--- config.mk ---
export PLATFORM = sky130hd
export DESIGN_NAME = pic_channels
export DESIGN_NICKNAME = d
export VERILOG_FILES = /design/src/inc/pic_pkg.sv /design/src/logic/pic_channels.sv /design/src/logic/pic_prio_enc.sv
export VERILOG_INCLUDE_DIRS = /design/src /design/src/inc
export SDC_FILE = /design/constraint.sdc
export NUM_CORES = 1
export LEC_CHECK = 0
export BUFFER_PORTS_ARGS = -buffer_cell sky130_fd_sc_hd__buf_2
export CORE_UTILIZATION = 47
export CTS_CLUSTER_SIZE = 8
export DETAILED_ROUTE_END_ITERATION = 8
export PLACE_DENSITY = 0.79
export SETUP_SLACK_MARGIN = 0.1
export SLEW_MARGIN = 30
export SYNTH_ARGS = -nofsm -noshare
export SYNTH_HDL_FRONTEND = slang
export SYNTH_SLANG_ARGS = --single-unit
--- constraint.sdc ---
create_clock -name i_clk_sys -period 3.4 [get_ports i_clk_sys]
set_clock_uncertainty 0.15 [all_clocks]
set_input_delay 0.17 -clock i_clk_sys [delete_from_list [all_inputs] [get_ports i_clk_sys]]
set_output_delay 0.17 -clock i_clk_sys [all_outputs]
set_load 0.02 [all_outputs]
--- src/inc/pic_defs.svh ---
// constants for the priority interrupt channel block
`ifndef PIC_DEFS_SVH
`define PIC_DEFS_SVH
`define PIC_NCHAN        7
`define PIC_CHW          3
`define PIC_VEC_BASE     9'h028
`define PIC_VEC_SECOND   9'h001
`define PIC_FCODE_LSB    3
`define PIC_FCODE_W      3
`define PIC_FC_ZERO      3'h0
`define PIC_FC_ONE       3'h1
`define PIC_FC_DISPATCH  3'h2
`define PIC_FC_SEVEN     3'h7
`define PIC_PHYS_W       16
`define PIC_PHYS_IDW     4
`define PIC_PHYS_BUSADP  4'hf
`define PIC_ADDR_W       9
`define PIC_WORD_W       36
`endif

--- src/inc/pic_pkg.sv ---
// types shared by the priority interrupt channel block
`include "pic_defs.svh"
package pic_pkg;
	// service action taken after the device word is read
	typedef enum logic [3:0] {
		PIC_ACT_NONE     = 4'h1,
		PIC_ACT_VECTOR   = 4'h2,
		PIC_ACT_DISPATCH = 4'h4,
		PIC_ACT_OTHER    = 4'h8
	} pic_act_e;

	// service sequencer states
	typedef enum logic [4:0] {
		PIC_ST_IDLE   = 5'h01,
		PIC_ST_SELECT = 5'h02,
		PIC_ST_WORD   = 5'h04,
		PIC_ST_EXEC   = 5'h08,
		PIC_ST_SECOND = 5'h10
	} pic_st_e;

	// per-channel flags
	typedef struct packed {
		logic [`PIC_NCHAN-1:0] armed;
		logic [`PIC_NCHAN-1:0] waiting;
		logic [`PIC_NCHAN-1:0] holding;
	} pic_flags_s;

	// service request handed to the microcode
	typedef struct packed {
		logic                   valid;
		logic [`PIC_CHW-1:0]    chan;
		logic [`PIC_ADDR_W-1:0] addr;
		pic_act_e               act;
		logic [`PIC_PHYS_IDW-1:0] phys;
	} pic_svc_s;

	// state of the top module, except the pending flag register
	typedef struct packed {
		pic_flags_s          fl;
		pic_st_e             st;
		logic [`PIC_CHW-1:0] cur;
		pic_svc_s            svc;
		logic                sel;
		logic [`PIC_CHW-1:0] sel_cs;
		logic                take;
		logic                resume2;
	} pic_state_s;
endpackage : pic_pkg

--- src/logic/pic_channels.sv ---
// seven channel priority interrupt state and service sequencer
`timescale 1ns/1ps
`include "pic_defs.svh"
module pic_channels #(
	parameter int NCHAN = `PIC_NCHAN,
	parameter int CHW   = `PIC_CHW
) (
	input  wire logic                      i_clk_sys,
	input  wire logic                      i_nrst,
	// control write: arm, disarm, program request and clear-wait masks
	input  wire logic                      i_ctl_wr,
	input  wire logic [NCHAN-1:0]          i_ctl_arm,
	input  wire logic [NCHAN-1:0]          i_ctl_disarm,
	input  wire logic [NCHAN-1:0]          i_ctl_prog_req,
	input  wire logic [NCHAN-1:0]          i_ctl_clr_wait,
	// device and internal trigger levels per channel
	input  wire logic [NCHAN-1:0]          i_dev_trig,
	input  wire logic [NCHAN-1:0]          i_int_trig,
	// microcode break points
	input  wire logic                      i_brk_indirect,
	input  wire logic                      i_brk_between,
	input  wire logic                      i_brk_iter,
	input  wire logic                      i_brk_instr,
	// physical number answers and device word
	input  wire logic [`PIC_PHYS_W-1:0]    i_phys_bits,
	input  wire logic                      i_word_valid,
	input  wire logic [`PIC_WORD_W-1:0]    i_word,
	// result of the first and second vector instructions, and dismiss
	input  wire logic                      i_exec_done,
	input  wire logic                      i_exec_jsr,
	input  wire logic                      i_exec_blk_last,
	input  wire logic                      i_exec_skip_fail,
	input  wire logic                      i_dismiss,
	// outputs
	output logic [NCHAN-1:0]               o_channel_armed,
	output logic [NCHAN-1:0]               o_channel_waiting,
	output logic [NCHAN-1:0]               o_channel_holding,
	output logic                           o_int_pending,
	output logic                           o_select,
	output logic [CHW-1:0]                 o_sel_cs,
	output pic_pkg::pic_svc_s              o_svc,
	output logic                           o_fetch_second,
	output logic                           o_resume_second
);
	// ****************************************
	// state registers
	// ****************************************
	pic_pkg::pic_state_s state_reg;   // block state except the pending flag register
	pic_pkg::pic_state_s state_next;  // its next value

	logic            win_any;   // some request eligible
	logic [CHW-1:0]  win_idx;   // best eligible channel
	logic            hold_any;  // some channel holding
	logic [CHW-1:0]  hold_idx;  // current holding level
	logic            phys_any;  // some device answered
	logic [3:0]      phys_idx;  // winning physical number
	logic [NCHAN-1:0] elig;     // waiting, armed, not holding

	// ****************************************
	// arbitration
	// ****************************************
	// a holding channel's own new request waits
	assign elig = state_reg.fl.waiting & state_reg.fl.armed
		& ~state_reg.fl.holding;

	pic_prio_enc #(.N(NCHAN), .W(CHW)) u_win (
		.i_req (elig),
		.o_any (win_any),
		.o_idx (win_idx)
	);  // lowest number wins

	pic_prio_enc #(.N(NCHAN), .W(CHW)) u_hold (
		.i_req (state_reg.fl.holding),
		.o_any (hold_any),
		.o_idx (hold_idx)
	);

	pic_prio_enc #(.N(`PIC_PHYS_W), .W(`PIC_PHYS_IDW)) u_phys (
		.i_req (i_phys_bits),
		.o_any (phys_any),
		.o_idx (phys_idx)
	);  // bit 0 highest device rank

	// ****************************************
	// next state
	// ****************************************
	always_comb begin
		logic [NCHAN-1:0] trig;  // triggers this cycle
		logic             above;  // winner outranks holding
		logic             brk;    // an interruptible point
		logic [`PIC_FCODE_W-1:0] fc;
		trig = '0;
		above = 1'b0;
		brk = 1'b0;
		fc = '0;
		state_next = state_reg;
		state_next.sel = 1'b0;
		state_next.take = 1'b0;
		state_next.svc.valid = 1'b0;
		state_next.resume2 = 1'b0;

		// arm and disarm by mask
		if (i_ctl_wr) begin
			state_next.fl.armed = (state_reg.fl.armed | i_ctl_arm)
				& ~i_ctl_disarm;
			state_next.fl.waiting = state_reg.fl.waiting
				& ~i_ctl_clr_wait;  // acknowledge
		end

		// triggers only land on armed channels
		trig = i_dev_trig | i_int_trig | (i_ctl_wr ? i_ctl_prog_req : '0);
		state_next.fl.waiting = state_next.fl.waiting
			| (trig & state_reg.fl.armed);  // set wins

		// dismiss clears the current holding level
		if (i_dismiss && hold_any) begin
			state_next.fl.holding[hold_idx] = 1'b0;
		end

		// break points where service may start
		brk = i_brk_indirect | i_brk_between | i_brk_iter
			| i_brk_instr;
		above = win_any && (!hold_any || win_idx < hold_idx);

		unique case (state_reg.st)
			pic_pkg::PIC_ST_IDLE: begin
				if (above && brk) begin
					state_next.cur = win_idx;
					state_next.sel = 1'b1;
					state_next.sel_cs = win_idx;
					state_next.resume2 = i_brk_between;
					state_next.st = pic_pkg::PIC_ST_SELECT;
				end
			end
			pic_pkg::PIC_ST_SELECT: begin
				state_next.sel = 1'b1;
				if (phys_any) begin
					state_next.svc.phys = phys_idx;
					state_next.st = pic_pkg::PIC_ST_WORD;
				end
			end
			pic_pkg::PIC_ST_WORD: begin
				state_next.sel = 1'b1;
				if (i_word_valid) begin
					fc = i_word[`PIC_FCODE_LSB +: `PIC_FCODE_W];
					state_next.sel = 1'b0;
					state_next.svc.valid = 1'b1;
					state_next.svc.chan = state_reg.cur;
					// first vector 40+2n
					state_next.svc.addr = `PIC_VEC_BASE
						+ {5'h00, state_reg.cur, 1'b0};
					state_next.st = pic_pkg::PIC_ST_IDLE;
					unique case (fc)
						`PIC_FC_ZERO, `PIC_FC_ONE, `PIC_FC_SEVEN: begin
							state_next.svc.act = pic_pkg::PIC_ACT_VECTOR;
							state_next.st = pic_pkg::PIC_ST_EXEC;
						end
						`PIC_FC_DISPATCH: begin
							// jump to device's physical address
							state_next.svc.act = pic_pkg::PIC_ACT_DISPATCH;
							state_next.svc.addr = i_word[`PIC_ADDR_W-1:0];
							state_next.fl.holding[state_reg.cur] = 1'b1;
							state_next.fl.waiting[state_reg.cur] = 1'b0;
						end
						default: begin
							state_next.svc.act = pic_pkg::PIC_ACT_OTHER;
						end
					endcase
				end
			end
			pic_pkg::PIC_ST_EXEC: begin
				if (i_exec_done) begin
					state_next.st = pic_pkg::PIC_ST_IDLE;
					if (i_exec_jsr) begin
						// save and hold; request moves to hold
						state_next.fl.holding[state_reg.cur] = 1'b1;
						state_next.fl.waiting[state_reg.cur] = 1'b0;
					end else if (i_exec_blk_last || i_exec_skip_fail) begin
						state_next.svc.valid = 1'b1;
						state_next.svc.addr = state_reg.svc.addr
							+ `PIC_VEC_SECOND;  // 41+2n
						state_next.take = 1'b1;
						state_next.st = pic_pkg::PIC_ST_SECOND;
					end
				end
			end
			pic_pkg::PIC_ST_SECOND: begin
				if (i_exec_done) begin
					// second vector saves state and holds
					state_next.fl.holding[state_reg.cur] = 1'b1;
					state_next.fl.waiting[state_reg.cur] = 1'b0;
					state_next.st = pic_pkg::PIC_ST_IDLE;
				end
			end
			default: begin
				state_next.st = pic_pkg::PIC_ST_IDLE;
			end
		endcase
		// waiting only meaningful on armed channel; holding still blocks lower levels when disarmed
	end

	// ****************************************
	// registers
	// ****************************************
	always_ff @(posedge i_clk_sys or negedge i_nrst) begin
		if (!i_nrst) begin
			state_reg <= '{fl: '0, st: pic_pkg::PIC_ST_IDLE, cur: '0,
				svc: '{valid: 1'b0, chan: '0, addr: '0,
				act: pic_pkg::PIC_ACT_NONE, phys: '0},
				sel: 1'b0, sel_cs: '0, take: 1'b0,
				resume2: 1'b0};
		end else begin
			state_reg <= state_next;
		end
	end

	// ****************************************
	// output registers
	// ****************************************
	// pending flag registered so the output comes from a flip-flop
	always_ff @(posedge i_clk_sys or negedge i_nrst) begin
		if (!i_nrst) begin
			o_int_pending <= 1'b0;
		end else begin
			o_int_pending <= win_any && (!hold_any || win_idx < hold_idx);
		end
	end
	assign o_channel_armed = state_reg.fl.armed;
	assign o_channel_waiting = state_reg.fl.waiting;
	assign o_channel_holding = state_reg.fl.holding;
	assign o_select = state_reg.sel;
	assign o_sel_cs = state_reg.sel_cs;
	assign o_svc = state_reg.svc;
	assign o_fetch_second = state_reg.take;
	assign o_resume_second = state_reg.resume2;
endmodule : pic_channels

--- src/logic/pic_prio_enc.sv ---
// lowest-index-wins priority encoder
`timescale 1ns/1ps
`include "pic_defs.svh"
module pic_prio_enc #(
	parameter int N  = 8,
	parameter int W  = 3
) (
	input  wire logic [N-1:0] i_req,
	output logic              o_any,
	output logic [W-1:0]      o_idx
);
	// ****************************************
	// scan from the top so bit 0 wins last
	// ****************************************
	always_comb begin
		o_any = 1'b0;
		o_idx = '0;
		for (int i = N - 1; i >= 0; i--) begin
			if (i_req[i]) begin
				o_any = 1'b1;
				o_idx = W'(i);
			end
		end
	end
endmodule : pic_prio_enc

Yosys cells after proc, flatten, opt, wreduce, memory -nomap -nowiden

Index checks and enable logic that the tools add are counted.

Add/sub/neg operators: 2
$lt $le $gt $ge: 5
Eq/ne operators: 15
Mux-type cells: 96
Bitwise gates (word level): 20
Reductions and logical operators: 16

Operator list:

| kind                | count |
|---|---|
| $mux 4              | 18 |
| $mux 19             | 3 |
| $and 7x7->7         | 7 |
| $mux 3              | 14 |
| $pmux 14 s3         | 1 |
| $mux 1              | 39 |
| $mux 9              | 4 |
| $not 7->7           | 5 |
| $or 7x7->7          | 5 |
| $mux 14             | 2 |
| $pmux 5 s5          | 1 |
| $mux 7              | 3 |
| $pmux 9 s2          | 1 |
| $mux 17             | 1 |
| $mux 5              | 3 |
| $ne 2x2->1 const B  | 7 |
| $reduce_and 5->1    | 2 |
| $add 9x1->9 const B | 1 |
| $lt 3x4->1 const B  | 2 |
| $mux 8              | 1 |
| $pmux 4 s2          | 1 |
| $add 6x4->7 const A | 1 |
| $demux 1 s3         | 2 |
| $ge 3x1->1 const B  | 2 |
| other kinds (19)    | 28 |

Register bits after elaboration: 54

Logic depth before layout (Yosys ltp)

Gate-level depths: netlist (run 1).

Word-level depth: 18
Depth in mapped cells: 10

Modules after synthesis

Synthesis (run 1) repeated with hierarchy kept, for this count alone.

Cell total of the unflattened synthesis: 400
Area total of the unflattened synthesis: 3,592.2 um^2

Modules (own cells, without submodules):

| module                    | instances | cells each | area an instance (um^2) | sequential area each (um^2) |
|---|---|---|---|---|
| pic_channels              | 1         | 345        | 3,280.6                 | 1,353.8 |
| pic_prio_enc (u_phys)     | 1         | 33         | 178.9                   | 0.0 |
| pic_prio_enc (u_hold ...) | 2         | 11         | 66.3                    | 0.0 |

Worst setup path before layout (run 1)

No wires, ideal clock.

Path kind: reg-to-reg
Start point: register state_reg (netlist bit o_channel_holding[2])
End point: register state_reg (netlist bit o_sel_cs[0])
Arrival time: 2,227 ps
Slack: 899 ps
Stages on the path, launching flop included: 7
Cells stage by stage: dfrtp_1 > nor4_1 > nand2b_1 > ha_1 > o41a_1 > nor3_4 > mux2_2

Cells in the longest elaborated chain, start to end: 10

RTL lines:

| element                           | RTL line            | RTL |
|---|---|---|
| start: declaration                | pic_channels.sv:48  | `pic_pkg::pic_state_s state_reg;` |
| start signal: assignment          | pic_channels.sv:207 | `state_reg <= '{fl: '0, st: pic_pkg::PIC_ST_IDLE, cur: '0,` |
| start signal: assignment          | pic_channels.sv:213 | `state_reg <= state_next;` |
| $not 7->7                         | pic_channels.sv:64  | `& ~state_reg.fl.holding;` |
| $and 7x7->7                       | pic_channels.sv:64  |  |
| $mux 3 (3 in a row)               | pic_prio_enc.sv:19  | `if (i_req[i]) begin` |
| $lt 3x3->1                        | pic_channels.sv:123 | `above = win_any && (!hold_any \|\| win_idx < hold_idx);` |
| $logic_or 1x1->1                  | pic_channels.sv:123 |  |
| $logic_and 1x1->1                 | pic_channels.sv:123 |  |
| $logic_and 1x1->1                 | pic_channels.sv:127 | `if (above && brk) begin` |
| $reduce_and 2->1 (no source line) | --                  |  |

Parallel ways exist; a longest one is shown, timed or not.
A chain may end at the register's enable or synchronous reset.

Worst setup path in the final report (run 1)

Start point: register state_reg (netlist bit o_channel_holding[2])
End point: register state_reg (netlist bit o_sel_cs[2])

The elaborated chain is that of the path after synthesis.

==> impl_metrics.env, run 1 <==
export IMPL_largest_register_ffs=21
export IMPL_switchingPower_mw=0.968
export IMPL_cp_max_fo=6
export IMPL_vias_per_cell=5.39
export IMPL_clkPwrFrac=0.175
export IMPL_dp_cells=546
export IMPL_cts_sinks=54
export IMPL_max_cap_violations=0
export IMPL_synth_area_per_cell_um2=8.80
export IMPL_core_area_mm2=0.00679
export IMPL_met3_usage=0.0404
export IMPL_final_nets=586
export IMPL_die_h_um=85.8
export IMPL_finalNonFillerCells=573
export IMPL_antenna_found_initial=0
export IMPL_worst_slack_ps=567
export IMPL_synthXorXnorAreaFrac=0.00531
export IMPL_area_delta_synth_final_pct=20.8
export IMPL_fin_crit_ps=2830
export IMPL_design_area_mm2=0.00399
export IMPL_vias=3090
export IMPL_grt_pass1_wl_um=13500
export IMPL_clk_pin_slew_ps=90
export IMPL_ios=156
export IMPL_r2r_cells=6
export IMPL_yosysTopAreaCell="dfrtp_1"
export IMPL_netlist_area_mm2=0.00330
export IMPL_cts_repair_resized=0
export IMPL_post_layout_total_power_mw=2.43
export IMPL_startpoint="o_channel_holding[2]"
export IMPL_synthSimpleGateAreaFrac=0.197
export IMPL_worst_slew_pin_slew_ps=678
export IMPL_cp_start_kind="flip-flop"
export IMPL_synth_seq_area_share=0.410
export IMPL_top_usage_layer="met2"
export IMPL_numCtsBuffers=5
export IMPL_holdCritPathClass="primary input to flip-flop"
export IMPL_p_comb_frac=0.415
export IMPL_hp_start="i_ctl_arm[2]"
export IMPL_synth_compound_area_frac=0.210
export IMPL_gp_congestion=0.892
export IMPL_seqPwrFrac=0.410
export IMPL_synth_adder_area_share=0.0114
export IMPL_leakage_nw=1.96
export IMPL_worstSetupPathType="flip-flop to flip-flop"
export IMPL_ir_drop_v=0.000254
export IMPL_wire_per_inst_um=14.2
export IMPL_synth_cells=375
export IMPL_cts_tree="yes"
export IMPL_async_flop_share=1.00
export IMPL_finalHoldViolCount=0
export IMPL_synth_top_cell_area_share=0.394
export IMPL_yosysUniqueCellTypes=52
export IMPL_grt_pass1_vias=2944
export IMPL_yosysMostFrequentCell="dfrtp_1"
export IMPL_cts_buffer_depth=2
export IMPL_diodes=0
export IMPL_netlist_top_cells_count="dfrtp_1 (52), buf_4 (45), a21oi_1 (42)"
export IMPL_rsz0062_at_grt="false"
export IMPL_critPathRequiredTime_ps=3440
export IMPL_synth_mux_area_frac=0.0334
export IMPL_crit_path_end_kind="flip-flop"
export IMPL_drc=0
export IMPL_htreeDepth=2
export IMPL_setup_tns_ps=0
export IMPL_holdPathStages=3
export IMPL_clk_latency_ps=310
export IMPL_utilization=0.587
export IMPL_synth_top_family_by_area="compound AO/OA/AOI/OAI gates"
export IMPL_post_dp_cell_area_mm2=0.00369
export IMPL_finalCritPeriodShare=0.833
export IMPL_maxSlewHeadroom=0.548
export IMPL_die_w_um=85.8
export IMPL_synth_edf_count=0
export IMPL_slew_violations=0
export IMPL_yosys_top_cells_area="dfrtp_1 (39%), buf_4 (10%), a21oi_1 (6.4%)"
export IMPL_grt_overflow=0
export IMPL_preCtsSetupSlack_ps=616
export IMPL_holdWs_ps=8.37
export IMPL_grt_max_degree=31
export IMPL_run_status="finished, final reports clean"
export IMPL_die_area_mm2=0.00736
export IMPL_internal_power_mw=1.46
export IMPL_dpl_hpwl_um=5980
export IMPL_crit_arrival_ps=2880
export IMPL_rr_startpoint="o_channel_holding[2]"
export IMPL_p_per_area_mw_per_mm2=609
export IMPL_io_buffers=128
export IMPL_drt_iter0_markers=175
export IMPL_met2_usage=0.398
export IMPL_wirelength_um=8110
export IMPL_ys_warnings_count=0
export IMPL_clock_fmax_mhz=353
export IMPL_setup_viol=0
export IMPL_start_util=0.486
export IMPL_root_buffer="clkbuf_8"
export IMPL_ys_ff_latch=54
export IMPL_grt_use_total=0.230
export IMPL_syn_nets=485
export IMPL_dr_pass1_iters=4
export IMPL_synth_ff_type="dfrtp_1"
export IMPL_final_antenna_net_count=0
export IMPL_sw_frac_of_total=0.398
export IMPL_use_met1=0.288
export IMPL_rows=30
export IMPL_final_layout_size_suffix_gt1_frac=0.323
power by group through the flow:
stage / clock network, mW / logic (mW) / registers [mW]
final: 0.425 / 1.01 / 0.995
after global routing: 0.463 / 1.11 / 1.02
after CTS: 0.440 / 1.01 / 0.995
after detailed placement: 0 / 0.981 / 1.01
after global placement: 0 / 0.960 / 0.999
after floorplan: 0 / 0.861 / 0.973
cells in the final DEF, fill, tap and decap left out, drive strengths merged, types with 5 or more instances in the layout:
master and n:
nand3b 8, nor3 8, a211o 7, nand2b 6, inv 13, a22oi 8
dfrtp 52, buf 130, a22o 5, clkbuf 7, dlygate4sd3 19, nor2b 5
a21oi 42, o21ai 24, nor4 6, mux2 8, nand2 32, nand3 10
nor2 35
critical path: stages, from the launching register on:
cell and delay [ps]:
dfrtp_1 460, nor4_1 630, nand2b_1 130, ha_1 220, o41a_1 520, nor3_4 270, mux2_2 360
per-layer routing:
| metal | up-vias | share of wire |
|---|---|---|
| met1 | 1473 | 0.43 |
| met3 | 14 | 0.054 |
| met4 | 0 | 0.018 |
| li1 | 1503 | - |
| met2 | 100 | 0.49 |
| met5 | - | 0 |
logic make-up (layout without fill, tap and decap cells):
| group | after synthesis | in the layout |
|---|---|---|
| mux | 10 | 10 |
| fa+ha+maj | 3 | 3 |
| xor+xnor | 2 | 2 |
| buf+inv | 69 | 171 |
| simple gates | 126 | 126 |
| compound gates | 111 | 111 |
| flops | 54 | 54 |
final cells by class:
type	instances	area, um2
Timing Repair Buffer	149	846
Multi-Input combinational cell	252	1510
Tap cell	96	120
Sequential cell	54	1350
Clock buffer	7	76.3
Inverter	14	52.6
Clock inverter	1	30.0
Fill cell	633	2810
worst paths after layout:
kind / endpoint / slack (ps)
worst max-delay path: o_sel_cs[2] / 570
worst min-delay path: o_channel_armed[2] / 8
worst max register to register: o_sel_cs[2] / 570
worst min register to register: o_svc[4] / 340
max in group asynchronous: o_channel_armed[6] / 2030
min in group asynchronous: o_svc[20] / 280
repair_timing:
item                       CTS  global route
hold buffers                19             0
setup endpoints to repair    0             0
hold endpoints to repair    40             0
buffers inserted             0             0
(Power assumes the default switching activity.)
==> run 2, diff against run 1 <==
Settings changed: ABC_AREA set to 1, CORE_UTILIZATION 47 to 48.
Clock period 3.4 ns to 2.9 ns, I/O delays scaled along.
==> impl_metrics.env, run 2 <==
export IMPL_run_status="finished with violations"
export IMPL_failed_checks="negative hold slack"
export IMPL_leakage_nw=2.30
export IMPL_synth_top_cell_area_share=0.369
export IMPL_r2r_cells=13
export IMPL_root_buffer="clkbuf_8"
export IMPL_rr_startpoint="o_channel_armed[5]"
export IMPL_rows=30
export IMPL_cts_setup_buffers=0
export IMPL_io_buffers=128
export IMPL_fin_crit_ps=2350
export IMPL_synth_cells=462
export IMPL_die_area_mm2=0.00770
export IMPL_die_h_um=87.7
export IMPL_numCtsBuffers=5
export IMPL_clk_latency_ps=310
export IMPL_ys_warnings_count=0
export IMPL_utilization=0.607
export IMPL_min_to="o_channel_armed[2]"
export IMPL_holdWs_ps=-6.27
export IMPL_core_area_mm2=0.00694
export IMPL_yosysMostFrequentCell="nand2_1"
export IMPL_dpl_hpwl_um=6650
export IMPL_grt_max_degree=34
export IMPL_cp_max_fo=3
export IMPL_wirelength_um=8550
export IMPL_cts_buffer_depth=2
export IMPL_crit_arrival_ps=2450
export IMPL_r2r_end="o_sel_cs[1]"
export IMPL_drt_iter0_markers=176
export IMPL_rsz0062_at_grt="false"
export IMPL_wire_per_inst_um=12.9
export IMPL_critPathRequiredTime_ps=3000
export IMPL_rrSetupSlack_ps=580
export IMPL_holdPathStages=4
export IMPL_diodes=0
export IMPL_gp_congestion=0.909
export IMPL_async_flop_share=1.00
export IMPL_post_dp_cell_area_mm2=0.00393
export IMPL_layout_commonest_cell="buf_2"
export IMPL_yosys_top_cells_area="dfrtp_1 (37%), nand2_1 (9.7%), buf_4 (9.6%)"
export IMPL_setup_viol=0
export IMPL_final_antenna_net_count=0
export IMPL_antenna_found_initial=0
export IMPL_holdCritPathClass="primary input to flip-flop"
export IMPL_dr_pass1_iters=5
export IMPL_ys_ff_latch=54
export IMPL_post_layout_total_power_mw=3.09
export IMPL_synth_area_per_cell_um2=7.64
export IMPL_cp_start_kind="primary input"
export IMPL_fillers=627
export IMPL_area_delta_synth_final_pct=19.4
export IMPL_dp_cells=636
export IMPL_synth_edf_count=0
export IMPL_vias_per_cell=5.06
export IMPL_design_area_mm2=0.00421
export IMPL_yosysTopAreaCell="dfrtp_1"
export IMPL_final_layout_size_suffix_gt1_frac=0.300
export IMPL_hp_start="i_ctl_disarm[2]"
export IMPL_netlist_area_mm2=0.00353
export IMPL_syn_nets=572
export IMPL_netlist_top_cells_count="nand2_1 (91), inv_1 (57), dfrtp_1 (52)"
export IMPL_setup_tns_ps=0
export IMPL_p_per_area_mw_per_mm2=732
export IMPL_worstSetupPathType="primary input to flip-flop"
export IMPL_synth_seq_area_share=0.384
export IMPL_grt_use_total=0.232
export IMPL_max_cap_violations=0
export IMPL_ios=156
export IMPL_synth_ff_type="dfrtp_1"
export IMPL_vias=3353
export IMPL_grt_pass1_vias=3277
export IMPL_cts_sinks=54
export IMPL_drc=0
export IMPL_yosysUniqueCellTypes=47
export IMPL_finalNonFillerCells=663
export IMPL_worst_slew_pin_slew_ps=712
export IMPL_htreeDepth=2
export IMPL_maxSlewHeadroom=0.525
export IMPL_clk_pin_slew_ps=100
export IMPL_largest_register_ffs=21
export IMPL_die_w_um=87.7
export IMPL_start_util=0.508
export IMPL_crit_path_end_kind="flip-flop"
export IMPL_cts_tree="yes"
export IMPL_finalCritPeriodShare=0.810
export IMPL_grt_pass1_wl_um=14100
export IMPL_final_nets=677
export IMPL_grt_overflow=0
export IMPL_slew_violations=0
export IMPL_final_cell_mix="buf_2 (128), nand2_1 (91), inv_1 (57)"
export IMPL_ir_drop_v=0.000307
export IMPL_clock_fmax_mhz=426
export IMPL_finalHoldViolCount=2
[run 2: cell types whose count changed after synthesis, sizes merged, moves of 6 or more]
cell    change
mux2        -8
nand2b      -6
nor3        +6
nand3      +13
nor2        +9
nand3b      -8
a21oi      -15
nand2      +65
inv        +53
[run 2: through the flow]
step | setup slack (ps) | hold slack (ps)
after floorplan | 845 | -301
after global placement | 678 | 83.3
after detailed placement | 613 | 83.5
after CTS | 540 | 2.37
after global routing | 371 | 6.47
final | 551 | -6.27
[run 2: layout make-up]
cell class | instances | area [um2] | area share
Multi-Input combinational cell | 291 | 1560 | 0.369
Sequential cell | 54 | 1350 | 0.321
Timing Repair Buffer | 149 | 848 | 0.201
Inverter | 66 | 250 | 0.0594
Tap cell | 96 | 120 | 0.0285
Clock buffer | 7 | 86.3 | 0.0205
[run 2: worst max path at each step]
stage / startpoint / endpoint
after floorplan: o_channel_holding[2] / o_sel_cs[0]
after global placement: o_channel_armed[5] / o_sel_cs[0]
after detailed placement: o_channel_armed[5] / o_sel_cs[1]
after CTS: i_phys_bits[12] / state_reg[31]
after global routing: o_channel_holding[3] / o_sel_cs[0]
final: i_phys_bits[12] / state_reg[31]
[run 2: critical path, stage by stage]
cell	delay [ps]
dlygate4sd3_1	520
buf_2	130
nor4_2	350
dlygate4sd3_1	610
nand3_1	50
dlygate4sd3_1	570
nand2_1	60
[run 2: metal layers]
metal | global-route usage | up-vias | routed length [um]
met5 | 0 | - | 0
met4 | 0.0984 | 0 | 211
met3 | 0.0358 | 23 | 434
met2 | 0.413 | 121 | 4310
met1 | 0.279 | 1520 | 3590
li1 | - | 1689 | -
[run 2: logic make-up after synthesis]
logic type,after synthesis,share of synthesized area
compound gates,89,0.161
xor+xnor,2,0.00497
fa+ha+maj,3,0.0106
buf+inv,117,0.176
flops,54,0.384
simple gates,197,0.265
[run 2: timing repair]
action                                 in CTS  in global routing
hold buffers                               20                  0
gates resized for setup                     0                  0
endpoints found under the hold margin      49                  0
[run 2: report_power, final]
part           internal (mW)  switching [mW]  leakage [nW]
Combinational          0.527           0.941          1.58
Clock                  0.190           0.237        0.0443
Sequential             0.983           0.208         0.678
